--- src/design/sbl_pkg.sv ---
// package for the async sram byte-lane controller
package sbl_pkg;
	localparam int unsigned CLK_PERIOD_NS = 100;
	localparam int unsigned ADDR_W = 19;
	localparam int unsigned DATA_W = 16;
	localparam int unsigned LANE_W = 8;
	// power-up wait, microseconds, as printed
	localparam int unsigned POWER_WAIT_US = 100;
	localparam int unsigned POWER_WAIT_CYC = (POWER_WAIT_US * 1000 + CLK_PERIOD_NS - 1)
		/ CLK_PERIOD_NS;
	// write- and read-side timing, ns
	localparam int unsigned WRITE_PULSE_MIN_NS = 7;
	localparam int unsigned WRITE_OUTPUT_TURNOFF_TIME_NS = 5;
	localparam int unsigned WRITE_DATA_SETUP_TIME_NS = 5;
	localparam int unsigned READ_ACCESS_NS = 10;
	localparam int unsigned BUS_RELEASE_NS = 6;
	function automatic int unsigned ns_to_cyc(input int unsigned ns);
		int unsigned c;
		c = (ns + CLK_PERIOD_NS - 1) / CLK_PERIOD_NS;
		return (c == 0) ? 1 : c;
	endfunction : ns_to_cyc
	localparam int unsigned WR_SUM_NS = WRITE_OUTPUT_TURNOFF_TIME_NS + WRITE_DATA_SETUP_TIME_NS;
	localparam int unsigned WR_PULSE_NS = (WR_SUM_NS > WRITE_PULSE_MIN_NS) ? WR_SUM_NS
		: WRITE_PULSE_MIN_NS;
	localparam logic [3:0] WR_PULSE_CYC = 4'(ns_to_cyc(WR_PULSE_NS));
	localparam logic [3:0] RD_ACCESS_CYC = 4'(ns_to_cyc(READ_ACCESS_NS));
	localparam logic [3:0] RELEASE_CYC = 4'(ns_to_cyc(BUS_RELEASE_NS));
	localparam logic [3:0] SETUP_CYC = 4'h1;
	typedef enum logic [2:0] {
		SBL_POWER, SBL_IDLE, SBL_RD_SETUP, SBL_RD_WAIT, SBL_WR_SETUP, SBL_WR_PULSE,
		SBL_WR_HOLD, SBL_RELEASE
	} sbl_state_e;
	typedef struct packed {
		logic write;
		logic [ADDR_W-1:0] addr;
		logic [DATA_W-1:0] wdata;
		logic [1:0] lane_n;
	} sbl_req_s;
	typedef struct packed {
		logic chip_select_n;
		logic output_enable_n;
		logic write_strobe_n;
		logic low_byte_lane_select_n;
		logic high_byte_lane_select_n;
	} sbl_ctl_s;
	localparam sbl_ctl_s CTL_IDLE = '{1'b1, 1'b1, 1'b1, 1'b1, 1'b1};
endpackage : sbl_pkg

--- src/design/sbl_ctrl.sv ---
// host controller that drives an async 512k x 16 sram over its pins
`timescale 1ns/10ps
module sbl_ctrl (
	input wire logic clk,
	input wire logic rst,
	input wire sbl_pkg::sbl_req_s req,
	input wire logic req_valid,
	output logic req_ready,
	output logic [sbl_pkg::DATA_W-1:0] rsp_rdata,
	output logic rsp_valid,
	output logic power_ready,
	output logic [sbl_pkg::ADDR_W-1:0] mem_addr,
	output sbl_pkg::sbl_ctl_s mem_ctl,
	input wire logic [sbl_pkg::DATA_W-1:0] mem_dq_in,
	output logic [sbl_pkg::DATA_W-1:0] mem_dq_out,
	output logic mem_dq_oe
);
	sbl_pkg::sbl_state_e state_ff, nxt_state;
	logic [16:0] pwr_cnt_ff, nxt_pwr_cnt;
	logic [3:0] cnt_ff, nxt_cnt;
	sbl_pkg::sbl_req_s cur_ff, nxt_cur;
	logic [sbl_pkg::DATA_W-1:0] rdata_ff, nxt_rdata;
	logic rvalid_ff, nxt_rvalid;
	logic [sbl_pkg::DATA_W-1:0] dq_s1_ff, dq_s2_ff, dq_s3_ff;
	sbl_pkg::sbl_ctl_s ctl_ff, nxt_ctl;
	logic oe_ff, nxt_oe;
	logic [10:0] up_cnt_ff;
	// read data sampled from pins: 3-stage, take once stages 2 and 3 agree
	wire dq_stable = (dq_s2_ff == dq_s3_ff);
	wire cnt_done = (cnt_ff == 4'h0);
	wire pwr_done = (pwr_cnt_ff == 17'h00000);
	wire any_lane = ~&req.lane_n;
	wire idle = (state_ff == sbl_pkg::SBL_IDLE);
	wire take = idle & req_valid & any_lane;
	// drop requests with no lane selected: nothing would happen on the pins
	assign req_ready = idle;
	assign power_ready = ~(state_ff == sbl_pkg::SBL_POWER);
	assign rsp_rdata = rdata_ff;
	assign rsp_valid = rvalid_ff;
	assign mem_addr = cur_ff.addr;
	assign mem_ctl = ctl_ff;
	assign mem_dq_out = cur_ff.wdata;
	assign mem_dq_oe = oe_ff;
	always_comb
	begin
		nxt_state = state_ff;
		nxt_cnt = cnt_ff;
		nxt_cur = cur_ff;
		nxt_rdata = rdata_ff;
		nxt_rvalid = 1'b0;
		nxt_ctl = ctl_ff;
		nxt_oe = oe_ff;
		nxt_pwr_cnt = pwr_done ? pwr_cnt_ff : pwr_cnt_ff - 17'h00001;
		case (state_ff)
			sbl_pkg::SBL_POWER:
			begin
				nxt_ctl = sbl_pkg::CTL_IDLE;
				if (pwr_done)
					nxt_state = sbl_pkg::SBL_IDLE;
			end
			sbl_pkg::SBL_IDLE:
			begin
				nxt_ctl = sbl_pkg::CTL_IDLE;
				nxt_oe = 1'b0;
				if (take)
				begin
					nxt_cur = req;
					nxt_cnt = sbl_pkg::SETUP_CYC - 4'h1;
					// address settles with select still high before the strobe falls
					nxt_state = req.write ? sbl_pkg::SBL_WR_SETUP : sbl_pkg::SBL_RD_SETUP;
				end
			end
			sbl_pkg::SBL_RD_SETUP:
			begin
				nxt_ctl = '{1'b0, 1'b0, 1'b1, cur_ff.lane_n[0], cur_ff.lane_n[1]};
				nxt_oe = 1'b0;
				nxt_cnt = sbl_pkg::RD_ACCESS_CYC + 4'h2;
				nxt_state = sbl_pkg::SBL_RD_WAIT;
			end
			sbl_pkg::SBL_RD_WAIT:
			begin
				nxt_cnt = cnt_done ? cnt_ff : cnt_ff - 4'h1;
				if (cnt_done && dq_stable)
				begin
					nxt_rdata[7:0] = cur_ff.lane_n[0] ? 8'h00 : dq_s3_ff[7:0];
					nxt_rdata[15:8] = cur_ff.lane_n[1] ? 8'h00 : dq_s3_ff[15:8];
					nxt_rvalid = 1'b1;
					nxt_ctl = sbl_pkg::CTL_IDLE;
					// let the device float before we may drive again
					nxt_cnt = sbl_pkg::RELEASE_CYC;
					nxt_state = sbl_pkg::SBL_RELEASE;
				end
			end
			sbl_pkg::SBL_WR_SETUP:
			begin
				// oe stays high so device never fights our data
				nxt_ctl = '{1'b0, 1'b1, 1'b1, cur_ff.lane_n[0], cur_ff.lane_n[1]};
				nxt_oe = 1'b1;
				nxt_cnt = sbl_pkg::WR_PULSE_CYC - 4'h1;
				nxt_state = sbl_pkg::SBL_WR_PULSE;
			end
			sbl_pkg::SBL_WR_PULSE:
			begin
				nxt_ctl.write_strobe_n = 1'b0;
				nxt_cnt = cnt_done ? cnt_ff : cnt_ff - 4'h1;
				if (cnt_done && !ctl_ff.write_strobe_n)
				begin
					nxt_ctl.write_strobe_n = 1'b1;
					nxt_state = sbl_pkg::SBL_WR_HOLD;
				end
			end
			sbl_pkg::SBL_WR_HOLD:
			begin
				// data and select held one cycle past strobe rise
				nxt_ctl = sbl_pkg::CTL_IDLE;
				nxt_oe = 1'b0;
				nxt_state = sbl_pkg::SBL_IDLE;
			end
			sbl_pkg::SBL_RELEASE:
			begin
				nxt_cnt = cnt_done ? cnt_ff : cnt_ff - 4'h1;
				if (cnt_done)
					nxt_state = sbl_pkg::SBL_IDLE;
			end
			default:
			begin
				nxt_ctl = sbl_pkg::CTL_IDLE;
				nxt_oe = 1'b0;
				nxt_state = sbl_pkg::SBL_IDLE;
			end
		endcase
	end
	always_ff @(posedge clk)
	begin
		dq_s1_ff <= mem_dq_in;
		dq_s2_ff <= dq_s1_ff;
		dq_s3_ff <= dq_s2_ff;
	end
	always_ff @(posedge clk)
	begin
		if (rst)
		begin
			state_ff <= sbl_pkg::SBL_POWER;
			pwr_cnt_ff <= 17'(sbl_pkg::POWER_WAIT_CYC);
			cnt_ff <= 4'h0;
			cur_ff <= '0;
			rdata_ff <= 16'h0000;
			rvalid_ff <= 1'b0;
			ctl_ff <= sbl_pkg::CTL_IDLE;
			oe_ff <= 1'b0;
		end
		else
		begin
			state_ff <= nxt_state;
			pwr_cnt_ff <= nxt_pwr_cnt;
			cnt_ff <= nxt_cnt;
			cur_ff <= nxt_cur;
			rdata_ff <= nxt_rdata;
			rvalid_ff <= nxt_rvalid;
			ctl_ff <= nxt_ctl;
			oe_ff <= nxt_oe;
		end
	end
	// cycles since reset, saturating; only the power-wait check reads it,
	// so the wait is watched by a counter that is independent of the state machine
	always_ff @(posedge clk)
	begin
		if (rst)
			up_cnt_ff <= 11'h000;
		else if (!(&up_cnt_ff))
			up_cnt_ff <= up_cnt_ff + 11'h001;
	end
	power_count_a: assert property (@(posedge clk) disable iff (rst)
		!mem_ctl.chip_select_n |-> up_cnt_ff >= 11'(sbl_pkg::POWER_WAIT_CYC))
		else $error("select before power wait elapsed");
	addr_hold_a: assert property (@(posedge clk) disable iff (rst)
		!mem_ctl.chip_select_n |-> $stable(mem_addr))
		else $error("address moved while selected");
	lane_hold_a: assert property (@(posedge clk) disable iff (rst)
		!mem_ctl.write_strobe_n |-> $stable(mem_ctl.low_byte_lane_select_n)
		&& $stable(mem_ctl.high_byte_lane_select_n))
		else $error("lane select moved during write pulse");
	no_read_drive_a: assert property (@(posedge clk) disable iff (rst)
		!mem_ctl.output_enable_n |-> !mem_dq_oe)
		else $error("data driven while sram output enabled");
	write_overlap_a: assert property (@(posedge clk) disable iff (rst)
		!mem_ctl.write_strobe_n |-> !mem_ctl.chip_select_n && mem_dq_oe
		&& !(mem_ctl.low_byte_lane_select_n && mem_ctl.high_byte_lane_select_n))
		else $error("write strobe without select, lane or data");
	pulse_width_a: assert property (@(posedge clk) disable iff (rst)
		$fell(mem_ctl.write_strobe_n) |-> !mem_ctl.write_strobe_n[*1] ##1 mem_ctl.write_strobe_n)
		else $error("write pulse width wrong");
	data_hold_a: assert property (@(posedge clk) disable iff (rst)
		$rose(mem_ctl.write_strobe_n) |-> mem_dq_oe && $stable(mem_dq_out)
		&& !mem_ctl.chip_select_n)
		else $error("write data not held at strobe rise");
	power_wait_a: assert property (@(posedge clk) disable iff (rst)
		(state_ff == sbl_pkg::SBL_POWER) |-> mem_ctl.chip_select_n)
		else $error("access before power wait");
	idle_release_a: assert property (@(posedge clk) disable iff (rst)
		mem_ctl.chip_select_n |-> mem_ctl.write_strobe_n && mem_ctl.output_enable_n)
		else $error("strobes active while deselected");
	read_lanes_a: assert property (@(posedge clk) disable iff (rst)
		$fell(mem_ctl.output_enable_n) |-> mem_ctl.write_strobe_n
		&& mem_ctl.low_byte_lane_select_n == cur_ff.lane_n[0]
		&& mem_ctl.high_byte_lane_select_n == cur_ff.lane_n[1])
		else $error("read lanes mismatch");
	read_answer_a: assert property (@(posedge clk) disable iff (rst)
		$fell(mem_ctl.output_enable_n) |-> ##[3:30] rsp_valid)
		else $error("read answer missing");
endmodule : sbl_ctrl

--- config.mk ---
export PLATFORM = sky130hd
export DESIGN_NAME = sbl_ctrl
export DESIGN_NICKNAME = d
export VERILOG_FILES = /design/src/design/sbl_pkg.sv /design/src/design/sbl_ctrl.sv
export SDC_FILE = /design/constraint.sdc
export NUM_CORES = 1
export LEC_CHECK = 0
export BUFFER_PORTS_ARGS = -buffer_cell sky130_fd_sc_hd__buf_2
export CORE_MARGIN = 5
export CORE_UTILIZATION = 40
export CTS_CLUSTER_DIAMETER = 80
export DETAILED_ROUTE_END_ITERATION = 12
export GPL_ROUTABILITY_DRIVEN = 0
export HOLD_SLACK_MARGIN = 0.05
export MAX_ROUTING_LAYER = met4
export SLEW_MARGIN = 10
export SYNTH_ARGS = -nofsm -noshare
export SYNTH_HDL_FRONTEND = slang
export SYNTH_SLANG_ARGS = --single-unit
--- constraint.sdc ---
create_clock -name clk -period 2.8 [get_ports clk]
set_input_delay 0.28 -clock clk [delete_from_list [all_inputs] [get_ports clk]]
set_output_delay 0.28 -clock clk [all_outputs]
set_load 0.03 [all_outputs]
# Word-level counts from Yosys, hierarchy flattened
# Index checks and enable logic that the tools add are counted.
# totals
word_cells	82
register_bits	132
in_bits	57
out_inout_bits	60
# classes
reduce_logical	26
eq_ne	13
bitwise	4
n_addsub	2
mux	20
# op_table
cell	n
3-bit case mux with 8 select lines	1
4-bit case mux with 5 select lines	1
3-bit two-way mux	6
17-bit zero test	1
17-bit by 1-bit subtractor with 17-bit output, second input constant	1
16-bit == test	1
8-bit two-way mux	2
2-bit AND reduction	7
3-bit == test, second input constant	4
4-bit two-way mux	3
2-bit != test, second input constant	4
2-bit case mux with 4 select lines	1
3-bit by 2-bit == test with 1-bit output, second input constant	2
2-bit case mux with 3 select lines	1
3-bit nonzero test	2
2-bit OR reduction	3
3-bit OR reduction	2
5-bit two-way mux	1
5-bit AND reduction	1
5-bit nonzero test	1
5-bit OR reduction	1
4-bit zero test	1
4-bit nonzero test	1
4-bit by 1-bit subtractor with 4-bit output, second input constant	1
other kinds (11)	16

# Longest topological paths before layout
# logic_depth
word_depth	5
ltp_mapped	9
ltp_nobuf	8

# Worst setup path before layout
# Ideal clock, no wire load.
# synth_timing
kind	reg2reg
start	reg state_ff[1]
end	reg state_ff[2]
period_less_slack_ns	2.633
arrival_time_ns	2.538
n_path_buf	1
setup_time_ns	0.096
t_required_ns	2.704
path_stages_with_launch	7
path_slack_ns	0.167
cell_sequence	dfxtp_1 clkbuf_1 nor3b_1 nand2_1 a21oi_1 o32ai_1 o41ai_2
# synth_via
elab_chain_len	5
word_cells_on_any_way	17
cone_classes	12 x eq/ne; 1 x mux; 2 x bitwise; 2 x reduce/logical
# synth_lines
element	line_no	source
start: declaration	sbl_ctrl.sv:18	sbl_pkg::sbl_state_e state_ff, nxt_state;
start signal: assignment	sbl_ctrl.sv:143	state_ff <= sbl_pkg::SBL_POWER;
start signal: assignment	sbl_ctrl.sv:154	state_ff <= nxt_state;
3-bit by 1-bit == test with 1-bit output (*)	sbl_ctrl.sv:33	wire idle = (state_ff == sbl_pkg::SBL_IDLE);
via req_ready	sbl_ctrl.sv:8	output logic req_ready,
1-bit bitwise AND (2 in series)	sbl_ctrl.sv:34	wire take = idle & req_valid & any_lane;
2-bit by 1-bit != test with 1-bit output (no line)	--	
5-bit AND reduction (no line)	--	
# The timed path passes the listed nets; every way through them passes the cells marked *.
# A chain may end at the register's enable or synchronous reset.

# Final worst setup path
# layout_timing
start	reg dq_s2_ff[4] (netlist name)
end	reg cnt_ff[0]
# layout_via
elab_chain_len	4
# layout_lines
element	line_no	source
start: declaration	sbl_ctrl.sv:24	logic [sbl_pkg::DATA_W-1:0] dq_s1_ff, dq_s2_ff, dq_s3_ff;
start signal: assignment	sbl_ctrl.sv:136	dq_s2_ff <= dq_s1_ff;
16-bit == test	sbl_ctrl.sv:29	wire dq_stable = (dq_s2_ff == dq_s3_ff);
1-bit logical AND	sbl_ctrl.sv:83	if (cnt_done && dq_stable)
4-bit two-way mux	sbl_ctrl.sv:83	
4-bit case mux with 5 select lines	sbl_ctrl.sv:54	case (state_ff)
end signal: assignment	sbl_ctrl.sv:156	cnt_ff <= nxt_cnt;
end: declaration	sbl_ctrl.sv:20	logic [3:0] cnt_ff, nxt_cnt;
# No other way between the ends.

==> impl_results.md <==
- Status: finished, final reports clean
- Slew @ Worst Pin: 1.02 ns
- Compound-cell area share of the yosys netlist: 11.9%
- Synth Area in Adders: 1.52%
- Post-Syn Area: 4930 um^2
- Filler cells: 1128
- Most frequent cells in the layout: dfxtp_1, buf_2, nand2_1
- DP Area: 5450 um^2
- CP Class: flop to flop
- Placed Cells: 773
- RR Startpoint: dq_s2_ff[4]
- Hold-critical path endpoint: mem_dq_out[6]
- HPWL Detailed: 7920 um
- Seq/Total Area, Yosys: 53.6%
- Vias: 3932
- Ys flop type: dfxtp_1
- WHS Path Cells: 3
- Largest net degree at the start of global routing: 57
- Peak Freq: 0.409 GHz
- Initial antenna violation count: 0
- Fin cells: 821
- Setup TNS: 0 ns
- Clock Tree Buf Depth: 2
- Largest fanout on the critical path: 18
- Post-route ant nets: 0
- Worst-Skew Late Latency: 0.42 ns
- Min Tclk post-route: 2.45 ns
- R2r setup slk: 0.35 ns
- Largest family of logic cells by synthesized area: simple AND/OR/NAND/NOR gates
- Overall Global Routing Usage: 16.3%
- Simple-gate share of the synthesized area: 20.1%
- Min Hold Slack: 0.0942 ns
- Commonest non-fill, non-tap cell in the layout: dfxtp_1
- Full die area: 14600 um^2
- Leakage Power: 2.57 nW
- Clock Root Buffer: clkbuf_16
- Xor-xnor portion of the synthesized cell area: 5.15%
- WP data required: 3.10 ns
- Worst setup EP type: flop
- First-pass GRT wire length: 18600 um
- Iter 0 DRT Violations: 177
- Grt total ovfl: 0
- CTS H-tree depth: 4
- Pwr Density: 697 nW/um^2
- Syn avg cell area: 9.19 um^2
- Period utilization: 87.4%
- Synth Warn #: 0
- Multiplexer share of the synthesized area: 0%
- Worst slew margin: 31.9%
- Hold_sp: req[8]
- Area Growth Syn to Fin: 25.9%
- Rows: 40
- Via density: 4.79
- # diodes: 0
- Worst EP arrival: 2.75 ns
- Vias in the first global route: 3877
- Die Wd: 121 um
- Final net count: 703
- Die H: 121 um
- Post-Route WL: 11300 um
- RSZ-0062 raised after global routing: no
- Post-synthesis register bit count: 132
- Reg-to-reg endpoint: cnt_ff[0]
- Async SR Flop Fraction: 0%
- Count of final hold-check violations: 0
- CTS tree: yes
- Worst IR drop on VDD: 402 uV
- WL/cell: 13.8 um
- Initial Utilization: 40.9%
- Final instance area: 6210 um^2
- Startpoint Class: flop
- EDFF count, synth: 0
- Skew final: 0.0233 ns
- R2R depth: 5
- DRC viols: 0
- Post-Synthesis Cells: 536
- CORE AREA: 12100 um^2
- PortBufs: 116
- Min-delay worst type: input pin to flop
- Num CTS Buffers: 17
- Cts repair resizes: 0
- DRT Pass-1 Iters: 6
- Worst-path clk slew: 0.06 ns
- Clock sink count: 132
- Ports: 117
- Syn_nets: 599
- Max-slew violation count: 0
- Count of cell types in the netlist: 47
- Max-cap viol count: 0
- Layout cells sized above 1: 25.3%
- # setup viols final: 0
==> worst max path at each step <==
stage / start / to / slack (ns) / cells after the start
2_1_floorplan: state_ff[1] / state_ff[2] / 0.17 / 6
3_3_place_gp: dq_s2_ff[4] / cnt_ff[0] / 0.40 / 5
3_5_place_dp: dq_s2_ff[4] / cnt_ff[0] / 0.32 / 5
4_1_cts: dq_s2_ff[4] / cnt_ff[0] / 0.28 / 5
5_1_grt: dq_s2_ff[4] / cnt_ff[0] / 0.19 / 5
6_report: dq_s2_ff[4] / cnt_ff[0] / 0.35 / 5
==> through the flow <==
stage | worst slack, ns | total power [W] | utilization, %
floorplan | 0.167 | 0.00206 | -
global placement | 0.405 | 0.00212 | 45.1
detailed placement | 0.318 | 0.00212 | 45.1
CTS | 0.277 | 0.00438 | 51.5
finish | 0.352 | 0.00433 | 51.5
global route | 0.187 | 0.00449 | 51.5
==> worst max-delay path, cell delays in order, from the launching register on <==
cell	delay [ns]
dfxtp_1	0.31
xor2_1	0.16
nor4_1	0.48
nand3_1	0.17
or4_1	0.84
a311oi_1	0.37
==> sequential cells by signal, indices dropped and copies added (netlist names) <==
signal / cells
dq_s1_ff: 16
mem_addr: 19
rsp_rdata: 16
dq_s3_ff: 16
mem_dq_out: 16
dq_s2_ff: 16
cur_ff: 2
mem_dq_oe: 1
mem_ctl: 5
state_ff: 3
rsp_valid: 1
cnt_ff: 4
pwr_cnt_ff: 17
==> metal layers <==
layer	GRT usage (%)	up-vias	wire (um)
li1	-	1988	-
met1	18.5	1842	4790
met2	27.2	86	5860
met3	4.57	16	482
met4	6.52	0	153
met5	-	-	0
==> power breakdown <==
group	switching (W)	internal (W)	leakage [nW]	total [W]
Sequential	0.0000279	0.00193	1.08	0.00195
Clock	0.000806	0.00142	0.290	0.00223
Combinational	0.0000645	0.0000772	1.19	0.000142
Total	0.000899	0.00343	2.57	0.00433
==> kinds of logic (layout without fill, tap and decap cells) <==
logic type	Yosys count	in the layout
and+or+nand+nor	203	203
adders and majority gates	6	6
xor gates and xnor gates	29	29
AOI/OAI and AO/OA	101	101
DFF	132	132
buffers and inverters	65	182
==> area by class of cell <==
type                    count  area, um^2  area share (%)
multi-input cells         339        1910            30.7
clock buffers              20         447            7.20
flip-flops and latches    132        2640            42.6
well taps                 168         210            3.39
clock inverters            12         155            2.50
repair buffers            142         816            13.1
inverters                   8        30.0           0.484
==> timing repair <==
action                                 CTS  global route
endpoints found under the hold margin   16             0
hold buffers                            16             0
buffers inserted                         0             0
==> cell usage after synthesis (2+ instances only) <==
cell | count | area share (%)
and3_1 | 2 | 0.25
nand2_1 | 101 | 7.7
clkbuf_1 | 21 | 1.6
or4_4 | 2 | 0.46
a21o_1 | 3 | 0.46
o22ai_1 | 2 | 0.25
nand3_1 | 7 | 0.71
xnor2_1 | 10 | 1.8
or4_1 | 6 | 0.91
nand3b_1 | 19 | 2.9
nor3_1 | 8 | 0.81
o21bai_1 | 3 | 0.46
a31oi_1 | 2 | 0.25
ha_1 | 6 | 1.5
o21ai_0 | 11 | 1.1
nor3b_1 | 3 | 0.46
a21oi_1 | 66 | 6.7
nor4_1 | 3 | 0.38
a211oi_1 | 2 | 0.30
nand2b_1 | 8 | 1.0
xor2_1 | 19 | 3.4
buf_4 | 35 | 5.3
nand4b_1 | 4 | 0.71
nor2_1 | 32 | 2.4
inv_1 | 8 | 0.61
dfxtp_1 | 132 | 54
(Power assumes the default switching activity.)
